## config.mk

```make
export PLATFORM = sky130hd
export DESIGN_NAME = ext_bus_seq
export DESIGN_NICKNAME = d
export VERILOG_FILES = /design/src/logic/ebc_pkg.sv /design/src/logic/phase_timer.sv /design/src/logic/ext_bus_seq.sv
export SDC_FILE = /design/constraint.sdc
export NUM_CORES = 1
export LEC_CHECK = 0
export BUFFER_PORTS_ARGS = -buffer_cell sky130_fd_sc_hd__buf_2
export CAP_MARGIN = 5
export CORE_MARGIN = 3
export CORE_UTILIZATION = 56
export DETAILED_ROUTE_END_ITERATION = 10
export PLACE_DENSITY = 0.78
export SYNTH_ARGS = -nofsm -noshare
export SYNTH_HDL_FRONTEND = slang
export SYNTH_SLANG_ARGS = --single-unit
export TNS_END_PERCENT = 5
```

## constraint.sdc

```tcl
create_clock -name sys_clk -period 6.7 [get_ports sys_clk]
set_input_delay 1.005 -clock sys_clk [delete_from_list [all_inputs] [get_ports sys_clk]]
set_output_delay 1.005 -clock sys_clk [all_outputs]
set_load 0.02 [all_outputs]
```

## src/logic/ebc_pkg.sv

```systemverilog
// constants for the external bus cycle sequencer: register map, field layout, limits
// assumes one phase time unit is a fixed whole number of sys_clk cycles
package ebc_pkg;
    // ----------------------------------------------------------------
    // register map
    // ----------------------------------------------------------------
    localparam int REG_AW = 8;
    localparam int REG_DW = 32;
    localparam logic [REG_AW-1:0] OFS_CFG0 = 8'h00;
    localparam logic [REG_AW-1:0] OFS_CFG1 = 8'h04;
    localparam logic [REG_AW-1:0] OFS_ADDR = 8'h08;
    localparam logic [REG_AW-1:0] OFS_WDATA = 8'h0c;
    localparam logic [REG_AW-1:0] OFS_CMD = 8'h10;
    localparam logic [REG_AW-1:0] OFS_STATUS = 8'h14;
    localparam logic [REG_AW-1:0] OFS_RDATA = 8'h18;

    // ----------------------------------------------------------------
    // bus widths and chip selects
    // ----------------------------------------------------------------
    localparam int ADDR_W = 24;
    localparam int DATA_W = 16;
    localparam int CS_NUM = 2;

    // ----------------------------------------------------------------
    // chip_select_timing_config field layout
    // ----------------------------------------------------------------
    localparam int CFG_W = 15;
    localparam int CFG_AB_POS = 0;   // address setup: 0 -> 1 unit, 1 -> 2 units
    localparam int CFG_ABX_POS = 1;  // extra setup units on window change, 2 bits
    localparam int CFG_C_POS = 3;    // command delay, 2 bits
    localparam int CFG_D_POS = 5;    // write setup / tristate, 1 bit
    localparam int CFG_E_POS = 6;    // access length minus one, 5 bits
    localparam int CFG_F_POS = 11;   // hold, 2 bits
    localparam int CFG_RDY_POS = 13; // ready handshake enable
    localparam int CFG_MUX_POS = 14; // multiplexed bus mode
    localparam logic [CFG_W-1:0] CFG_RST = 15'h0000;

    // ----------------------------------------------------------------
    // command register fields
    // ----------------------------------------------------------------
    localparam int CMD_RNW_POS = 0;
    localparam int CMD_CS_POS = 1;
    localparam int CMD_HBS_POS = 2;

    // ----------------------------------------------------------------
    // timing
    // ----------------------------------------------------------------
    localparam int SYS_CLK_NS = 25;
    localparam int UNIT_NS = 25;     // phase_time_unit
    localparam int UNIT_CYCLES = (UNIT_NS + SYS_CLK_NS - 1) / SYS_CLK_NS;
    localparam int CNT_W = 8;
    localparam int AB_MAX = 5;
    localparam int E_MAX = 32;
endpackage

```

## src/logic/phase_timer.sv

```systemverilog
// down counter that times one bus cycle phase
// assumes the caller loads length-in-cycles minus one on phase entry
`timescale 1ns/100ps
module phase_timer (
    input wire logic sys_clk,
    input wire logic rst_n,
    input wire logic load,
    input wire logic [ebc_pkg::CNT_W-1:0] load_val,
    output logic done
);
    import ebc_pkg::*;

    logic [CNT_W-1:0] cnt_r;
    logic [CNT_W-1:0] cnt_nxt;

    // count down and park at zero, so a held phase sees done steadily
    always_comb begin
        if (load) begin
            cnt_nxt = load_val;
        end else if (cnt_r != '0) begin
            cnt_nxt = cnt_r - 1'b1;
        end else begin
            cnt_nxt = cnt_r;
        end
    end

    always_ff @(posedge sys_clk) begin
        if (!rst_n) begin
            cnt_r <= '0;
        end else begin
            cnt_r <= cnt_nxt;
        end
    end

    assign done = (cnt_r == '0);
endmodule

```

## src/logic/ext_bus_seq.sv

```systemverilog
// external bus cycle sequencer: register port, phase machine and bus pins
// assumes pins are sampled synchronously; tristate resolution is done outside
`timescale 1ns/100ps
// Summary of operation
// - up to five phases in fixed order; command delay, write setup and hold are skipped at zero
// - phase lengths per chip select; delay 0..3
// - access 1..32 units, ready may stretch it
// - setup 1..2 units, plus 0..3 on window change
// - write setup or tristate gap 0..1 units
// - hold 0..3 units, address and write data driven
// - read data taken as read strobe rises
// - late address change cannot corrupt read data
// - multiplexed or separate address and data buses
module ext_bus_seq (
    input wire logic sys_clk,
    input wire logic rst_n,
    input wire logic [ebc_pkg::REG_AW-1:0] reg_addr,
    input wire logic [ebc_pkg::REG_DW-1:0] reg_wdata,
    input wire logic reg_wr,
    input wire logic reg_rd,
    output logic [ebc_pkg::REG_DW-1:0] reg_rdata,
    output logic [ebc_pkg::ADDR_W-1:0] ext_addr,
    output logic [ebc_pkg::DATA_W-1:0] data_o,
    output logic data_oe,
    input wire logic [ebc_pkg::DATA_W-1:0] data_i,
    output logic ale,
    output logic rd_n,
    output logic wr_n,
    output logic [ebc_pkg::CS_NUM-1:0] cs_n,
    output logic high_byte_select_n,
    input wire logic ready
);
    import ebc_pkg::*;

    typedef enum logic [2:0] {PH_IDLE, PH_AB, PH_C, PH_D, PH_E, PH_F} phase_t;

    // ----------------------------------------------------------------
    // phase length helpers
    // ----------------------------------------------------------------
    function automatic logic [CNT_W-1:0] units(input phase_t ph, input logic [CFG_W-1:0] c,
                                               input logic win);
        logic [CNT_W-1:0] u;
        u = '0;
        unique case (ph)
            PH_IDLE: u = '0;
            PH_AB: u = CNT_W'(c[CFG_AB_POS]) + 8'h01 +
                       (win ? CNT_W'(c[CFG_ABX_POS +: 2]) : 8'h00);
            PH_C: u = CNT_W'(c[CFG_C_POS +: 2]);
            PH_D: u = CNT_W'(c[CFG_D_POS]);
            PH_E: u = CNT_W'(c[CFG_E_POS +: 5]) + 8'h01;
            PH_F: u = CNT_W'(c[CFG_F_POS +: 2]);
        endcase
        return u;
    endfunction

    // next phase in the fixed order, skipping phases of zero length
    function automatic phase_t after(input phase_t ph, input logic [CFG_W-1:0] c);
        phase_t p;
        p = PH_IDLE;
        unique case (ph)
            PH_IDLE: p = PH_AB;
            PH_AB: p = (c[CFG_C_POS +: 2] != 2'h0) ? PH_C : (c[CFG_D_POS] ? PH_D : PH_E);
            PH_C: p = c[CFG_D_POS] ? PH_D : PH_E;
            PH_D: p = PH_E;
            PH_E: p = (c[CFG_F_POS +: 2] != 2'h0) ? PH_F : PH_IDLE;
            PH_F: p = PH_IDLE;
        endcase
        return p;
    endfunction

    // ----------------------------------------------------------------
    // registers and transaction state
    // ----------------------------------------------------------------
    logic [CFG_W-1:0] cfg_r [CS_NUM];
    logic [CFG_W-1:0] cfg_nxt [CS_NUM];
    logic [ADDR_W-1:0] sw_addr_r, sw_addr_nxt;
    logic [DATA_W-1:0] sw_wdata_r, sw_wdata_nxt;
    logic [DATA_W-1:0] cap_r, cap_nxt;
    logic [REG_DW-1:0] rdata_r, rdata_nxt;
    logic [ADDR_W-1:0] t_addr_r, t_addr_nxt;
    logic [DATA_W-1:0] t_wdata_r, t_wdata_nxt;
    logic [CFG_W-1:0] t_cfg_r, t_cfg_nxt;
    logic t_rnw_r, t_rnw_nxt, t_cs_r, t_cs_nxt, t_hbs_r, t_hbs_nxt, t_win_r, t_win_nxt;
    logic last_cs_r, last_cs_nxt, last_ok_r, last_ok_nxt;
    phase_t state_r, state_nxt;
    logic tmr_load, tmr_done;
    logic [CNT_W-1:0] tmr_val;
    logic start;
    logic wait_rdy;

    // a command write while a cycle runs is dropped; software polls busy
    assign start = reg_wr && (reg_addr == OFS_CMD) && (state_r == PH_IDLE);

    // software register writes and read-back, data one cycle after the strobe
    always_comb begin
        for (int i = 0; i < CS_NUM; i++) begin
            cfg_nxt[i] = cfg_r[i];
            if (reg_wr && reg_addr == ((OFS_CFG1 - OFS_CFG0) * REG_AW'(i))) begin
                cfg_nxt[i] = reg_wdata[CFG_W-1:0];
            end
        end
        sw_addr_nxt = (reg_wr && reg_addr == OFS_ADDR) ? reg_wdata[ADDR_W-1:0] : sw_addr_r;
        sw_wdata_nxt = (reg_wr && reg_addr == OFS_WDATA) ? reg_wdata[DATA_W-1:0] : sw_wdata_r;
        rdata_nxt = '0;
        if (reg_rd) begin
            unique case (reg_addr)
                OFS_CFG0: rdata_nxt = {{(REG_DW-CFG_W){1'b0}}, cfg_r[0]};
                OFS_CFG1: rdata_nxt = {{(REG_DW-CFG_W){1'b0}}, cfg_r[1]};
                OFS_ADDR: rdata_nxt = {{(REG_DW-ADDR_W){1'b0}}, sw_addr_r};
                OFS_WDATA: rdata_nxt = {{(REG_DW-DATA_W){1'b0}}, sw_wdata_r};
                OFS_STATUS: rdata_nxt = {{(REG_DW-1){1'b0}}, state_r != PH_IDLE};
                OFS_RDATA: rdata_nxt = {{(REG_DW-DATA_W){1'b0}}, cap_r};
                default: rdata_nxt = '0;
            endcase
        end
    end

    always_ff @(posedge sys_clk) begin
        if (!rst_n) begin
            for (int i = 0; i < CS_NUM; i++) begin
                cfg_r[i] <= CFG_RST;
            end
            sw_addr_r <= '0;
            sw_wdata_r <= '0;
            rdata_r <= '0;
        end else begin
            for (int i = 0; i < CS_NUM; i++) begin
                cfg_r[i] <= cfg_nxt[i];
            end
            sw_addr_r <= sw_addr_nxt;
            sw_wdata_r <= sw_wdata_nxt;
            rdata_r <= rdata_nxt;
        end
    end
    assign reg_rdata = rdata_r;

    // ----------------------------------------------------------------
    // phase machine
    // ----------------------------------------------------------------
    phase_timer u_timer (
        .sys_clk(sys_clk),
        .rst_n(rst_n),
        .load(tmr_load),
        .load_val(tmr_val),
        .done(tmr_done)
    );

    // access end is held off while ready handshake is enabled and absent
    assign wait_rdy = t_cfg_r[CFG_RDY_POS] && !ready;

    // latch the transaction at start so config writes cannot disturb a cycle
    always_comb begin
        t_addr_nxt = t_addr_r;
        t_wdata_nxt = t_wdata_r;
        t_cfg_nxt = t_cfg_r;
        t_rnw_nxt = t_rnw_r;
        t_cs_nxt = t_cs_r;
        t_hbs_nxt = t_hbs_r;
        t_win_nxt = t_win_r;
        last_cs_nxt = last_cs_r;
        last_ok_nxt = last_ok_r;
        state_nxt = state_r;
        tmr_load = 1'b0;
        tmr_val = '0;
        cap_nxt = cap_r;
        if (start) begin
            t_addr_nxt = sw_addr_r;
            t_wdata_nxt = sw_wdata_r;
            t_rnw_nxt = reg_wdata[CMD_RNW_POS];
            t_cs_nxt = reg_wdata[CMD_CS_POS];
            t_hbs_nxt = reg_wdata[CMD_HBS_POS];
            t_cfg_nxt = cfg_r[reg_wdata[CMD_CS_POS]];
            t_win_nxt = !last_ok_r || (last_cs_r != reg_wdata[CMD_CS_POS]);
            last_cs_nxt = reg_wdata[CMD_CS_POS];
            last_ok_nxt = 1'b1;
            state_nxt = PH_AB;
        end else if (state_r != PH_IDLE && tmr_done && !(state_r == PH_E && wait_rdy)) begin
            state_nxt = after(state_r, t_cfg_r);
        end
        if (state_nxt != state_r && state_nxt != PH_IDLE) begin
            tmr_load = 1'b1;
            tmr_val = CNT_W'(units(state_nxt, t_cfg_nxt, t_win_nxt) * UNIT_CYCLES - 1);
        end
        // read data taken on the same edge that raises the read strobe
        if (state_r == PH_E && state_nxt != PH_E && t_rnw_r) begin
            cap_nxt = data_i;
        end
    end

    always_ff @(posedge sys_clk) begin
        if (!rst_n) begin
            t_addr_r <= '0;
            t_wdata_r <= '0;
            t_cfg_r <= CFG_RST;
            t_rnw_r <= 1'b0;
            t_cs_r <= 1'b0;
            t_hbs_r <= 1'b0;
            t_win_r <= 1'b0;
            last_cs_r <= 1'b0;
            last_ok_r <= 1'b0;
            state_r <= PH_IDLE;
            cap_r <= '0;
        end else begin
            t_addr_r <= t_addr_nxt;
            t_wdata_r <= t_wdata_nxt;
            t_cfg_r <= t_cfg_nxt;
            t_rnw_r <= t_rnw_nxt;
            t_cs_r <= t_cs_nxt;
            t_hbs_r <= t_hbs_nxt;
            t_win_r <= t_win_nxt;
            last_cs_r <= last_cs_nxt;
            last_ok_r <= last_ok_nxt;
            state_r <= state_nxt;
            cap_r <= cap_nxt;
        end
    end

    // ----------------------------------------------------------------
    // bus pins, all registered from the next phase
    // ----------------------------------------------------------------
    logic [ADDR_W-1:0] ext_addr_nxt;
    logic [DATA_W-1:0] data_o_nxt;
    logic data_oe_nxt, ale_nxt, rd_n_nxt, wr_n_nxt, hbs_n_nxt;
    logic [CS_NUM-1:0] cs_n_nxt;
    logic act, mux, strobe_ph, data_ph;

    always_comb begin
        act = (state_nxt != PH_IDLE);
        mux = t_cfg_nxt[CFG_MUX_POS];
        strobe_ph = (state_nxt == PH_D) || (state_nxt == PH_E);
        data_ph = (state_nxt == PH_D) || (state_nxt == PH_E) || (state_nxt == PH_F);
        // address only moves at cycle start, so read data is never disturbed
        ext_addr_nxt = start ? t_addr_nxt : ext_addr;
        cs_n_nxt = '1;
        if (act) begin
            cs_n_nxt[t_cs_nxt] = 1'b0;
        end
        ale_nxt = mux && (state_nxt == PH_AB);
        rd_n_nxt = !(t_rnw_nxt && strobe_ph);
        wr_n_nxt = !(!t_rnw_nxt && strobe_ph);
        hbs_n_nxt = !(act && t_hbs_nxt);
        // shared lines carry address in setup, then float for reads
        data_oe_nxt = (mux && state_nxt == PH_AB) || (!t_rnw_nxt && data_ph);
        data_o_nxt = (mux && state_nxt == PH_AB) ? t_addr_nxt[DATA_W-1:0] : t_wdata_nxt;
    end

    always_ff @(posedge sys_clk) begin
        if (!rst_n) begin
            ext_addr <= '0;
            data_o <= '0;
            data_oe <= 1'b0;
            ale <= 1'b0;
            rd_n <= 1'b1;
            wr_n <= 1'b1;
            cs_n <= '1;
            high_byte_select_n <= 1'b1;
        end else begin
            ext_addr <= ext_addr_nxt;
            data_o <= data_o_nxt;
            data_oe <= data_oe_nxt;
            ale <= ale_nxt;
            rd_n <= rd_n_nxt;
            wr_n <= wr_n_nxt;
            cs_n <= cs_n_nxt;
            high_byte_select_n <= hbs_n_nxt;
        end
    end

    // ----------------------------------------------------------------
    // checks
    // ----------------------------------------------------------------
    logic [15:0] ph_cyc_r, len_now;
    always_ff @(posedge sys_clk) begin
        if (!rst_n || state_nxt != state_r) begin
            ph_cyc_r <= 16'h0001;
        end else if (ph_cyc_r != 16'hffff) begin
            ph_cyc_r <= ph_cyc_r + 16'h0001;
        end
    end
    assign len_now = 16'(units(state_r, t_cfg_r, t_win_r) * UNIT_CYCLES);
    wire leaving = (state_r != PH_IDLE) && (state_nxt != state_r);
    // order checked by rank; a skipped phase must have been programmed to zero
    property p_order;
        @(posedge sys_clk) disable iff (!rst_n)
        leaving |-> (state_nxt == PH_IDLE ? state_r >= PH_E : state_nxt > state_r) &&
            !(state_r < PH_C && state_nxt > PH_C && t_cfg_r[CFG_C_POS +: 2] != 2'h0) &&
            !(state_r < PH_D && state_nxt > PH_D && t_cfg_r[CFG_D_POS]) &&
            (state_r >= PH_E || state_nxt <= PH_E) &&
            !(state_r == PH_E && state_nxt == PH_IDLE && t_cfg_r[CFG_F_POS +: 2] != 2'h0);
    endproperty
    a_order: assert property (p_order) else $error("phase order broken");
    property p_len_fixed;
        @(posedge sys_clk) disable iff (!rst_n)
        (leaving && state_r != PH_E) |-> ph_cyc_r == len_now;
    endproperty
    a_len_fixed: assert property (p_len_fixed) else $error("phase length wrong");
    property p_access;
        @(posedge sys_clk) disable iff (!rst_n)
        (leaving && state_r == PH_E) |-> (ph_cyc_r >= len_now) &&
            (t_cfg_r[CFG_RDY_POS] || ph_cyc_r == len_now) && !wait_rdy;
    endproperty
    a_access: assert property (p_access) else $error("access length wrong");
    property p_setup_max;
        @(posedge sys_clk) disable iff (!rst_n)
        (state_r == PH_AB) |-> ph_cyc_r <= 16'(AB_MAX * UNIT_CYCLES);
    endproperty
    a_setup_max: assert property (p_setup_max) else $error("setup too long");
    property p_capture;
        @(posedge sys_clk) disable iff (!rst_n)
        $rose(rd_n) |-> cap_r == $past(data_i);
    endproperty
    a_capture: assert property (p_capture) else $error("read data not taken at strobe end");
    property p_addr_still;
        @(posedge sys_clk) disable iff (!rst_n)
        !rd_n ##1 !rd_n |-> $stable(ext_addr);
    endproperty
    a_addr_still: assert property (p_addr_still) else $error("address moved in read");
    property p_strobe;
        @(posedge sys_clk) disable iff (!rst_n)
        (!rd_n || !wr_n) |-> (state_r == PH_D || state_r == PH_E) && (rd_n != wr_n);
    endproperty
    a_strobe: assert property (p_strobe) else $error("strobe outside setup and access");
    property p_hold;
        @(posedge sys_clk) disable iff (!rst_n)
        (state_r == PH_F && !t_rnw_r) |-> data_oe && wr_n && data_o == t_wdata_r;
    endproperty
    a_hold: assert property (p_hold) else $error("write data not held");
    property p_mux;
        @(posedge sys_clk) disable iff (!rst_n)
        ale |-> t_cfg_r[CFG_MUX_POS] && data_oe && data_o == ext_addr[DATA_W-1:0];
    endproperty
    a_mux: assert property (p_mux) else $error("latch strobe without address");
    property p_gap;
        @(posedge sys_clk) disable iff (!rst_n)
        (state_r == PH_D && t_rnw_r) |-> !data_oe;
    endproperty
    a_gap: assert property (p_gap) else $error("bus driven in tristate gap");
    c_mux_read: cover property (@(posedge sys_clk) $rose(rd_n) && t_cfg_r[CFG_MUX_POS]);
    c_demux_write: cover property (@(posedge sys_clk) $rose(wr_n) && !t_cfg_r[CFG_MUX_POS]);
    c_ready_wait: cover property (@(posedge sys_clk) state_r == PH_E && tmr_done && wait_rdy);
    c_win_ext: cover property (@(posedge sys_clk) state_r == PH_AB && ph_cyc_r == 16'h0005);
endmodule

```

==> impl_results.md, run 1 <==
* Run status: complete, no violations
* Layout fillers at 1205
* Drt via density at 5.85
* Final Hold Fails at 0
* Synth Area in Compound Gates at 17.6%
* Ranking of synthesized cells by area: dfxtp_1 51%, nand2_1 12%, a21oi_1 9.1%, mux2i_1 4.5%, clkbuf_1 2.5%
* Remaining antenna violation count at 0
* Clock Sinks at 221
* Worst hold path type: flop to flop
* Final nets at 1181
* H-tree Lvls at 1
* Initial antenna violation count at 1
* ANT cells at 0
* Main flop type after synthesis: dfxtp_1
* Syn_area_per_cell at 8.49 µm²
* Clk_lat worst skew at 0.51 ns
* Worst slew pin tran at 0.980 ns
* XOR/XNOR Fraction of Synth Area at 0.502%
* Row count at 44
* Commonest non-fill, non-tap cell in the layout: nand2_1
* Placed Cells incl. Taps at 1276
* Die width at 131 µm
* RePlAce Congestion at 0.851
* Slowest stage cell on the critical path: and3_2
* Setup-failing EPs final at 0
* Initial Utilization at 58.7%
* DIE HEIGHT at 131 µm
* CP peak stage delay at 0.63 ns
* Remaining Overflow, GRT at 0
* First-pass detailed-route iteration total at 6
* EDFF count, synth at 0
* First-pass GRT wire length at 35400 µm
* Area delta synth->final at 16.1%
* Largest net degree at the start of global routing at 86
* Slew HR at 34.5%
* Synth top area share at 50.7%
* Synth area leader: dfxtp_1
* Via Count at 7702
* CTS Hold Bufs at 0
* Worst Setup Start Kind: input port
* CTS max path bufs at 3
* Routed wire length at 22800 µm
* Overall Power at 0.00283 W
* CTS tree: built
* Leakage at 3.98 nW
* Clock transition at path regs at 0.06 ns
* Vias in the first global route at 6952
* IO Port Bufs at 123
* Worst VDD drop at 0.000221 V
* Final HPWL DP at 15000 µm
* Setup TNS at 0 ns
* Synth Area in Simple Gates at 21.0%
* Root Driver: clkbuf_16
* WP data arrival at 4.74 ns
* Worst-path cell chain: buf_2, nor4b_1, and3_2, o21ai_0, or2_2, ha_1, o21ai_1, o32a_1, or3_1, o21ai_0, ha_1, nand3_1, a2111o_1, a21oi_1
* Most frequent cells in the layout: 278 x nand2_1, 221 x dfxtp_1, 158 x a21oi_1
* Worst clock skew at 0.0238 ns
* WL/cell at 17.3 µm
* Setup Buffers After CTS at 0
* Synth Area in Adders at 0.574%
* Mux contribution to synthesized area at 5.54%
* Worst Setup Path Type: input port to flop
* Final instance count without filler cells at 1316
* Final Cycle Share at 64.4%
* Die ar. at 0.0171 mm²
* PwrDens at 279 mW/mm²
* Flops & latches, synth at 221
* CORE AREA at 0.0149 mm²
* Register area share after synthesis at 50.7%
* Maximum capacitance violations at 0
* Synth Warn # at 0
* Layout cells sized above 1 at 17.8%
* Syn Std Cell Area at 0.00872 mm²
* DRC at 0
* # resized after CTS at 0
* Crit. End Element: flop
* GRT Total Usage at 25.7%
* Top Ports at 140
* Num CTS Buffers at 22
* Asr flop ratio synth at 0%
* Required time worst endpoint at 7.13 ns
* DR iter-0 viols at 801
* Max Fclk at 232 MHz
* Crit-path max FO at 24
* Distinct cells, synth at 70
* Mapped Cells at 1028
* Max-slew violations at 0
* Largest family of logic cells by synthesized area: simple AND/OR/NAND/NOR gates
* RSZ-0062 raised after global routing: false
* Tmin final at 4.32 ns
state kept, by name, indices dropped and copies added (netlist names), 24 cells and up:
signal and flops:
reg_rdata 24, ext_addr 24, sw_addr_r 24, cfg_r 30
cell usage after synthesis (7+ instances only):
cell type  count
nor2_1        58
clkbuf_1      58
buf_2          7
o21ai_0        8
dfxtp_1      221
and2_1        13
a21oi_1      158
mux2i_1       39
nor3_1        10
a222oi_1      15
buf_4          9
nand3_1       10
o22a_1        14
nor4_1         7
nand2_1      278
a22oi_1       16
cells by family (layout without fill, tap and decap cells):
kind of cell,after synthesis,after routing
simple gates,420,420
compound gates,247,247
flops,221,221
buf+inv,83,180
mux,47,47
xor+xnor,5,5
fa+ha+maj,4,4
other cells,1,8
metrics by stage:
stage	util (%)	worst slack (ns)	hold slack [ns]	instance area [µm²]
after CTS	68.1	2.38	0.452	10100
final	68.1	2.38	0.448	10100
after floorplan	-	2.37	0.429	8750
after global placement	63.2	1.94	0.439	9390
after detailed placement	63.2	1.89	0.444	9390
after global routing	68.1	2.14	0.468	10100
where the power goes:
group / switching, W / internal [W]
Clock: 0.000512 / 0.000735
Combinational: 0.000139 / 0.0000906
Sequential: 0.0000214 / 0.00133
Total: 0.000672 / 0.00216
cell type report:
type                            instances  area (µm²)  area share [%]
Inverter                                6        25.0           0.247
Sequential cell                       221        4420            43.7
Timing Repair Buffer                  134         698            6.89
Tap cell                              184         230            2.27
Clock inverter                         15         170            1.68
Multi-Input combinational cell        731        4010            39.6
Clock buffer                           25         572            5.64
critical path, delay by kind of cell:
family | cells | cell delay (ns)
adders and majority gates | 2 | 0.51
buffers and inverters | 1 | 0.10
and+or+nand+nor | 5 | 1.99
AOI/OAI and AO/OA | 6 | 1.11
layer usage:
| metal | part of all wire [%] | global-route usage, % | vias to the layer above |
|---|---|---|---|
| met2 | 46 | 40.5 | 341 |
| met1 | 43 | 36.0 | 3624 |
| li1 | - | - | 3687 |
| met3 | 7.9 | 4.67 | 48 |
| met5 | 0.057 | 0 | - |
| met4 | 2.9 | 8.41 | 2 |
worst paths after layout:
check / startpoint / end / slack [ns] / depth (start not counted)
max: reg_addr[5] / u_timer.cnt_r[6] / 2.38 / 14
min: ext_addr[2] / ext_addr[2] / 0.45 / 2
max reg2reg: state_r[2] / u_timer.cnt_r[6] / 2.61 / 13
min reg2reg: ext_addr[2] / ext_addr[2] / 0.45 / 2
No activity file was read; power rests on OpenSTA's default activity.
==> run 2: changes to the inputs <==
--- a/config.mk
+++ b/config.mk
@@ -8,9 +8,9 @@
 export BUFFER_PORTS_ARGS = -buffer_cell sky130_fd_sc_hd__buf_2
 export CAP_MARGIN = 5
 export CORE_MARGIN = 3
-export CORE_UTILIZATION = 56
+export CORE_UTILIZATION = 51
 export DETAILED_ROUTE_END_ITERATION = 10
-export PLACE_DENSITY = 0.78
+export PLACE_DENSITY = 0.75
 export SYNTH_ARGS = -nofsm -noshare
 export SYNTH_HDL_FRONTEND = slang
 export SYNTH_SLANG_ARGS = --single-unit
==> constraint.sdc (replaced) <==
create_clock -name sys_clk -period 3.5 [get_ports sys_clk]
set_input_delay 0.525 -clock sys_clk [delete_from_list [all_inputs] [get_ports sys_clk]]
set_output_delay 0.525 -clock sys_clk [all_outputs]
set_load 0.02 [all_outputs]
==> run 2 against run 1 <==
  * Clock skew is 0.0081 ns lower
  * Final cell count is 5.1% higher
  * Sequential cell count stayed put
  * Utilization is 5.1 points lower
  * First-iteration DRC count is 4.5% lower
  * Clock-buffer cell count is 7 higher
  * Die area is 9.3% higher
  * Via count is 0.96% lower
  * Register-to-register slack worse by 2.4 ns
  * Critical path depth is 2 lower
  * Combinational power is 110% higher
  * Highest routed layer unchanged
==> impl_results.md, run 2 (same netlist as run 1, synthesis figures left out) <==
* Run status: complete, no violations (unchanged)
* Routed wire length at 23100 µm (was 22800 µm)
* Worst slew pin tran at 0.826 ns (was 0.980 ns)
* Final Cycle Share at 93.5%
* Commonest non-fill, non-tap cell in the layout: nand2_1 (unchanged)
* Remaining antenna violation count at 0 (unchanged)
* Worst hold path type: input port to flop (was flop to flop)
* WP data arrival at 3.71 ns (was 4.74 ns)
* DIE HEIGHT at 137 µm (was 131 µm)
* Worst VDD drop at 0.000342 V (was 0.000221 V)
* CP peak stage delay at 0.42 ns (was 0.63 ns)
* Reg2reg end: u_timer.cnt_r[6] (unchanged)
* Slew HR at 44.9% (was 34.5%)
* GRT Total Usage at 24.3% (was 25.7%)
* # resized after CTS at 0 (unchanged)
* First-pass detailed-route iteration total at 7 (was 6)
* Depth of the worst register-to-register path at 12 (was 13)
* Clock transition at path regs at 0.06 ns (about the same)
* CP delay by family, top: simple AND/OR/NAND/NOR gates (unchanged)
* Required time worst endpoint at 3.94 ns (was 7.13 ns)
* Worst r2r src: u_timer.cnt_r[0] (was state_r[2])
* Max-slew violations at 0 (unchanged)
* Root Driver: clkbuf_16 (unchanged)
* Clk_lat worst skew at 0.52 ns (was 0.51 ns)
* Vias in the first global route at 7015 (was 6952)
* WL/cell at 16.7 µm (was 17.3 µm)
* Worst-path cell chain: nor3_4, nand3_4, nor2_2, mux2i_2, nor3_1, o32a_1, or3_1, o21ai_1, ha_2, nand3_2, a2111o_1, a21oi_1 (was buf_2, nor4b_1, and3_2, o21ai_0, or2_2, ha_1, o21ai_1, o32a_1, or3_1, o21ai_0, ha_1, nand3_1, a2111o_1, a21oi_1)
* Overall Power at 0.00549 W (was 0.00283 W)
* Leakage at 4.16 nW (was 3.98 nW)
* Crit path to: u_timer.cnt_r[6] (unchanged)
* R2r setup slk at 0.23 ns (was 2.61 ns)
* RePlAce Congestion at 0.875 (was 0.851)
* Max reg flops at 30 (unchanged)
* Die width at 137 µm (was 131 µm)
* Initial Utilization at 52.4% (was 58.7%)
* Crit-path max FO at 6 (was 24)
* H-tree Lvls at 1 (unchanged)
* Row count at 47 (was 44)
* Num CTS Buffers at 23 (was 22)
* Placed Cells incl. Taps at 1343 (was 1276)
* IO Port Bufs at 123 (unchanged)
* Final Hold Fails at 0 (unchanged)
* Register area at 0.00442 mm² (unchanged)
* WP depth at 12 (was 14)
* Setup crit start: u_timer.cnt_r[0] (was reg_addr[5])
* Final instance count without filler cells at 1383 (was 1316)
* ANT cells at 0 (unchanged)
* Setup Buffers After CTS at 0 (unchanged)
* DRC at 0 (unchanged)
* Tmin final at 3.27 ns
* Setup-failing EPs final at 0 (unchanged)
* Largest reg by FF count: cfg_r (unchanged)
* Area delta synth->final at 20.2% (was 16.1%)
* Layout cells sized above 1 at 20.0% (was 17.8%)
* Multi-input combinational cell area at 0.00405 mm² (was 0.00401 mm²)
* CTS tree: built (unchanged)
* First-pass GRT wire length at 36600 µm (was 35400 µm)
* CORE AREA at 0.0166 mm² (was 0.0149 mm²)
* RSZ-0062 raised after global routing: false (unchanged)
* Place WS at -0.0974 ns (was 1.89 ns)
* Final nets at 1213 (was 1181)
* HP Start: data_i[7] (was ext_addr[2])
* Clock Sinks at 221 (unchanged)
* Final HPWL DP at 15800 µm (was 15000 µm)
* Worst clock skew at 0.0157 ns (was 0.0238 ns)
* CTS Hold Bufs at 0 (unchanged)
* Die ar. at 0.0187 mm² (was 0.0171 mm²)
* Slowest stage cell on the critical path: mux2i_2 (was and3_2)
* Drt via density at 5.52 (was 5.85)
* Via Count at 7628 (was 7702)
* Util after Layout at 63.0% (was 68.1%)
* Maximum capacitance violations at 0 (unchanged)
* Layout fillers at 1432 (was 1205)
* Worst Setup Path Type: flop to flop (was input port to flop)
* DR iter-0 viols at 765 (was 801)
* Top Ports at 140 (unchanged)
* Remaining Overflow, GRT at 0 (unchanged)
* Most frequent cells in the layout: 278 x nand2_1, 221 x dfxtp_1, 158 x a21oi_1 (unchanged)
* Final worst slack at 0.229 ns (was 2.38 ns)
* CTS max path bufs at 3 (unchanged)
* PwrDens at 524 mW/mm² (was 279 mW/mm²)
* Worst Setup Start Kind: flop (was input port)
* Final hold slack at 0.235 ns (was 0.448 ns)
* Crit. End Element: flop (unchanged)
* Initial antenna violation count at 2 (was 1)
* Largest net degree at the start of global routing at 92 (was 86)
* Critical path buffers and inverters at 0 (was 1)
* Max Fclk at 306 MHz
run 2: cell count changes in the layout (fill, tap and decap cells not counted), sizes merged:
| cell | delta |
|---|---|
| clkinv | -5 |
| clkbuf | +7 |
| inv | +1 |
| clkinvlp | -2 |
| buf | +31 |
| bufinv | -1 |
run 2: routing by layer:
layer / track usage, % / part of all wire (%)
met3: 4.52 / 7.8
met4: 5.99 / 2.2
met5: 0 / 0.061
met2: 39.9 / 47
met1: 33.4 / 43
run 2: cell type report:
| class | count | share of cell area, % |
|---|---|---|
| Inverter | 6 | 0.239 |
| Multi-Input combinational cell | 731 | 38.6 |
| Tap cell | 220 | 2.62 |
| Sequential cell | 221 | 42.2 |
| Clock buffer | 32 | 6.19 |
| Clock inverter | 8 | 1.04 |
| Timing Repair Buffer | 165 | 9.12 |
run 2: how the worst min path moves through the flow:
stage,end,slack [ns],cells after the start
2_1_floorplan,t_wdata_r[12],0.43,2
6_report,cap_r[7],0.24,3
3_3_place_gp,t_wdata_r[12],0.44,2
4_1_cts,cap_r[7],0.23,3
3_5_place_dp,ext_addr[20],0.44,2
5_1_grt,cap_r[6],0.23,3
run 2: metrics by stage:
| step | TNS, ns | cell area, µm² |
|---|---|---|
| finish | 0 | 10500 |
| global route | 0 | 10500 |
| floorplan | 0 | 8830 |
| CTS | 0 | 10500 |
| global placement | -0.0890 | 9730 |
| detailed placement | -0.236 | 9730 |
run 2: worst register-to-register path, cell delays in order, from the launching register on:
cell,delay (ns)
dfxtp_1,0.34
nor3_4,0.33
nand3_4,0.17
nor2_2,0.27
mux2i_2,0.42
nor3_1,0.10
o32a_1,0.36
or3_1,0.35
o21ai_1,0.12
ha_2,0.22
nand3_2,0.09
a2111o_1,0.30
a21oi_1,0.13
run 2: power breakdown:
part           internal (W)  switching [W]
logic              0.000193       0.000279
clock network       0.00145       0.000980
registers           0.00255      0.0000399
total               0.00420        0.00130
==> run 3: changes to the inputs <==
--- a/config.mk
+++ b/config.mk
@@ -9,9 +9,12 @@
 export CAP_MARGIN = 5
 export CORE_MARGIN = 3
 export CORE_UTILIZATION = 51
+export CTS_CLUSTER_DIAMETER = 60
 export DETAILED_ROUTE_END_ITERATION = 10
 export PLACE_DENSITY = 0.75
+export SKIP_CTS_REPAIR_TIMING = 1
 export SYNTH_ARGS = -nofsm -noshare
 export SYNTH_HDL_FRONTEND = slang
+export SYNTH_HIERARCHICAL = 1
 export SYNTH_SLANG_ARGS = --single-unit
 export TNS_END_PERCENT = 5
==> run 3 against run 2 <==
  * Combinational power decreased by 4.9%
  * Global-route usage fell by 1.8 points
  * Non-clock buffer count fell by 9
  * Clock power is 5% higher
  * Sequential power about the same
  * First-iteration DRC count shrank 18%
  * Total power up 2.0%
  * Synthesized cell count is 1.8% higher
  * Routed wire length shrank 1.5%
  * Critical endpoint is now u_timer/cnt_r[6]
  * Largest power group unchanged
  * Highest routed layer is now met4
==> impl_results.md, run 3 <==
* Placed Cells incl. Taps at 1357 (was 1343)
* DRC at 0 (unchanged)
* Initial Utilization at 52.7% (was 52.4%)
* Clk_lat worst skew at 0.52 ns (about the same)
* Routed wire length at 22700 µm (was 23100 µm)
* WP data arrival at 3.68 ns (was 3.71 ns)
* Final Hold Fails at 0 (unchanged)
* Register share of total power at 46.4% (was 47.2%)
* Area delta synth->final at 18.3% (was 20.2%)
* Remaining Overflow, GRT at 0 (unchanged)
* Drt via density at 5.41 (was 5.52)
* Initial antenna violation count at 0 (was 2)
* Required time worst endpoint at 3.92 ns (was 3.94 ns)
* Worst hold path type: input port to flop (unchanged)
* Syn Std Cell Area at 0.00922 mm² (was 0.00872 mm²)
* Comb power frac at 8.0% (was 8.6%)
* First-pass detailed-route iteration total at 5 (was 7)
* Final instance area at 0.0109 mm² (was 0.0105 mm²)
* Ranking of synthesized cells by area: dfxtp_1 48%, a21boi_0 11%, nand2_1 10%, mux2i_1 3.7%, nor2b_1 3.0% (was dfxtp_1 51%, nand2_1 12%, a21oi_1 9.1%, mux2i_1 4.5%, clkbuf_1 2.5%)
* WL/cell at 16.2 µm (was 16.7 µm)
* Commonest non-fill, non-tap cell in the layout: nand2_1 (unchanged)
* First-pass GRT wire length at 36800 µm (was 36600 µm)
* Largest net degree at the start of global routing at 78 (was 92)
* Worst clock skew at 0.0192 ns (was 0.0157 ns)
* Synth area leader: dfxtp_1 (unchanged)
* DR iter-0 viols at 625 (was 765)
* Top Ports at 140 (unchanged)
* CTS tree: built (unchanged)
* Register area share after synthesis at 48.0% (was 50.7%)
* Remaining antenna violation count at 0 (unchanged)
* Final Cycle Share at 93.1% (was 93.5%)
* Via Count at 7562 (was 7628)
* DIE HEIGHT at 140 µm (was 137 µm)
* Max reg flops at 30 (unchanged)
* Max-slew violations at 0 (unchanged)
* GRT Total Usage at 22.5% (was 24.3%)
* Clock share of power at 45.6% (was 44.2%)
* Most frequent cells in the layout: 251 x nand2_1, 221 x dfxtp_1, 130 x a21boi_0 (was 278 x nand2_1, 221 x dfxtp_1, 158 x a21oi_1)
* Clock Sinks at 221 (unchanged)
* Root Driver: clkbuf_16 (unchanged)
* Flops & latches, synth at 221 (unchanged)
* Tmin final at 3.26 ns (was 3.27 ns)
* Synth Warn # at 6 (was 0)
* CTS max path bufs at 3 (unchanged)
* Die width at 140 µm (was 137 µm)
* Maximum capacitance violations at 0 (unchanged)
* Num CTS Buffers at 24 (was 23)
* Main flop type after synthesis: dfxtp_1 (unchanged)
* IO Port Bufs at 123 (unchanged)
* RSZ-0062 raised after global routing: false (unchanged)
* Worst VDD drop at 0.000514 V (was 0.000342 V)
* CORE AREA at 0.0175 mm² (was 0.0166 mm²)
* Largest reg by FF count: cfg_r (unchanged)
* Worst slew pin tran at 0.800 ns (was 0.826 ns)
* Final instance count without filler cells at 1399 (was 1383)
* Mapped Cells at 1047 (was 1028)
* Max Fclk at 307 MHz (was 306 MHz)
* Syn_area_per_cell at 8.80 µm² (was 8.49 µm²)
* Crit. End Element: flop (unchanged)
* EDFF count, synth at 0 (unchanged)
* Pint at 0.00432 W (was 0.00420 W)
* PwrDens at 514 mW/mm² (was 524 mW/mm²)
* Util after Layout at 62.4% (was 63.0%)
* Worst Setup Start Kind: flop (unchanged)
* Final HPWL DP at 15500 µm (was 15800 µm)
* Die ar. at 0.0197 mm² (was 0.0187 mm²)
* Slew HR at 46.6% (was 44.9%)
* Switching part of the total power at 23.0% (was 23.6%)
* Distinct cells, synth at 64 (was 70)
* Placed inst area at 0.0101 mm² (was 0.00973 mm²)
* Final nets at 1224 (was 1213)
* Clock transition at path regs at 0.06 ns (about the same)
* Worst Setup Path Type: flop to flop (unchanged)
* Setup-failing EPs final at 0 (unchanged)
* Final hold slack at 0.262 ns (was 0.235 ns)
* ANT cells at 0 (unchanged)
* Overall Power at 0.00560 W (was 0.00549 W)
* H-tree Lvls at 1 (unchanged)
* Dominant cell by count in the synthesized netlist: nand2_1 (unchanged)
* Layout cells sized above 1 at 20.2% (was 20.0%)
* Synth top area share at 48.0% (was 50.7%)
* Crit-path max FO at 8 (was 6)
* Leakage at 4.26 nW (was 4.16 nW)
* Asr flop ratio synth at 0% (unchanged)
* Post-synth top cells: 251 x nand2_1, 221 x dfxtp_1, 130 x a21boi_0 (was 278 x nand2_1, 221 x dfxtp_1, 158 x a21oi_1)
* Vias in the first global route at 7203 (was 7015)
* Row count at 48 (was 47)
* RePlAce Congestion at 0.896 (was 0.875)
* Psw at 0.00129 W (was 0.00130 W)
* Run status: complete, no violations (unchanged)
[run 3: cell count changes in the layout (fill, tap and decap cells not counted), sizes merged, moves of 13 or more]
| cell | change |
|---|---|
| nor2 | -17 |
| a222oi | -15 |
| nand2 | -27 |
| a22oi | +16 |
| a21oi | -115 |
| o22a | -13 |
| a21boi | +130 |
| nor2b | +42 |
[run 3: cells by family after synthesis]
kind of cell             synth area share (%)
other                                  0.0407
XOR/XNOR                                0.760
flip-flops                               48.0
AND/OR/NAND/NOR                          20.9
AO/OA/AOI/OAI                            19.6
adder cells (fa/ha/maj)                 0.679
multiplexers                             5.89
buffers and inverters                    4.10
[run 3: routing by layer]
metal | track usage (%) | share of wire [%]
met1 | 30.5 | 44
met2 | 37.3 | 47
met3 | 4.13 | 7.1
met4 | 5.76 | 2.1
met5 | 0 | 0
[run 3: final cells by class]
type	instances	area, µm²
clock buffers	30	653
clock inverters	12	153
fillers	1469	6570
inverters	9	33.8
multi-input cells	746	4490
flip-flops and latches	221	4420
well taps	225	282
repair buffers	156	866
[run 3: power by group through the flow]
stage	logic (W)	registers, W	clock network [W]
6_report	0.000449	0.00260	0.00256
5_1_grt	0.000495	0.00261	0.00270
4_1_cts	0.000435	0.00260	0.00260
3_5_place_dp	0.000434	0.00266	0
3_3_place_gp	0.000429	0.00265	0
2_1_floorplan	0.000344	0.00265	0
[run 3: critical path: stages (launching register included)]
cell and delay, ns:
dfxtp_1 0.36, nor4_4 0.38, and4bb_4 0.35, nand2b_1 0.09
nor3_1 0.21, a22oi_1 0.14, buf_4 0.18, nand2_1 0.11
a211oi_1 0.07, a311oi_2 0.38, ha_2 0.27, nand2_1 0.08
nor4_1 0.26, o21ai_1 0.13, a31oi_1 0.17
[run 3: final timing paths]
| path | startpoint | to | slack [ns] | cells after the start |
|---|---|---|---|---|
| worst min-delay path | reg_wdata[20] | sw_addr_r[20] | 0.26 | 3 |
| worst min register to register | ext_addr[3] | ext_addr[3] | 0.46 | 2 |
| worst max register to register | u_timer/cnt_r[3] | u_timer/cnt_r[6] | 0.24 | 14 |
| worst max-delay path | u_timer/cnt_r[3] | u_timer/cnt_r[6] | 0.24 | 14 |
[run 3: through the flow]
| stage | setup TNS (ns) | setup slack [ns] |
|---|---|---|
| after detailed placement | -0.0142 | -0.0142 |
| after global routing | 0 | 0.0258 |
| after global placement | 0 | 0.102 |
| after floorplan | -0.00317 | -0.00317 |
| after CTS | 0 | 0.187 |
| final | 0 | 0.242 |
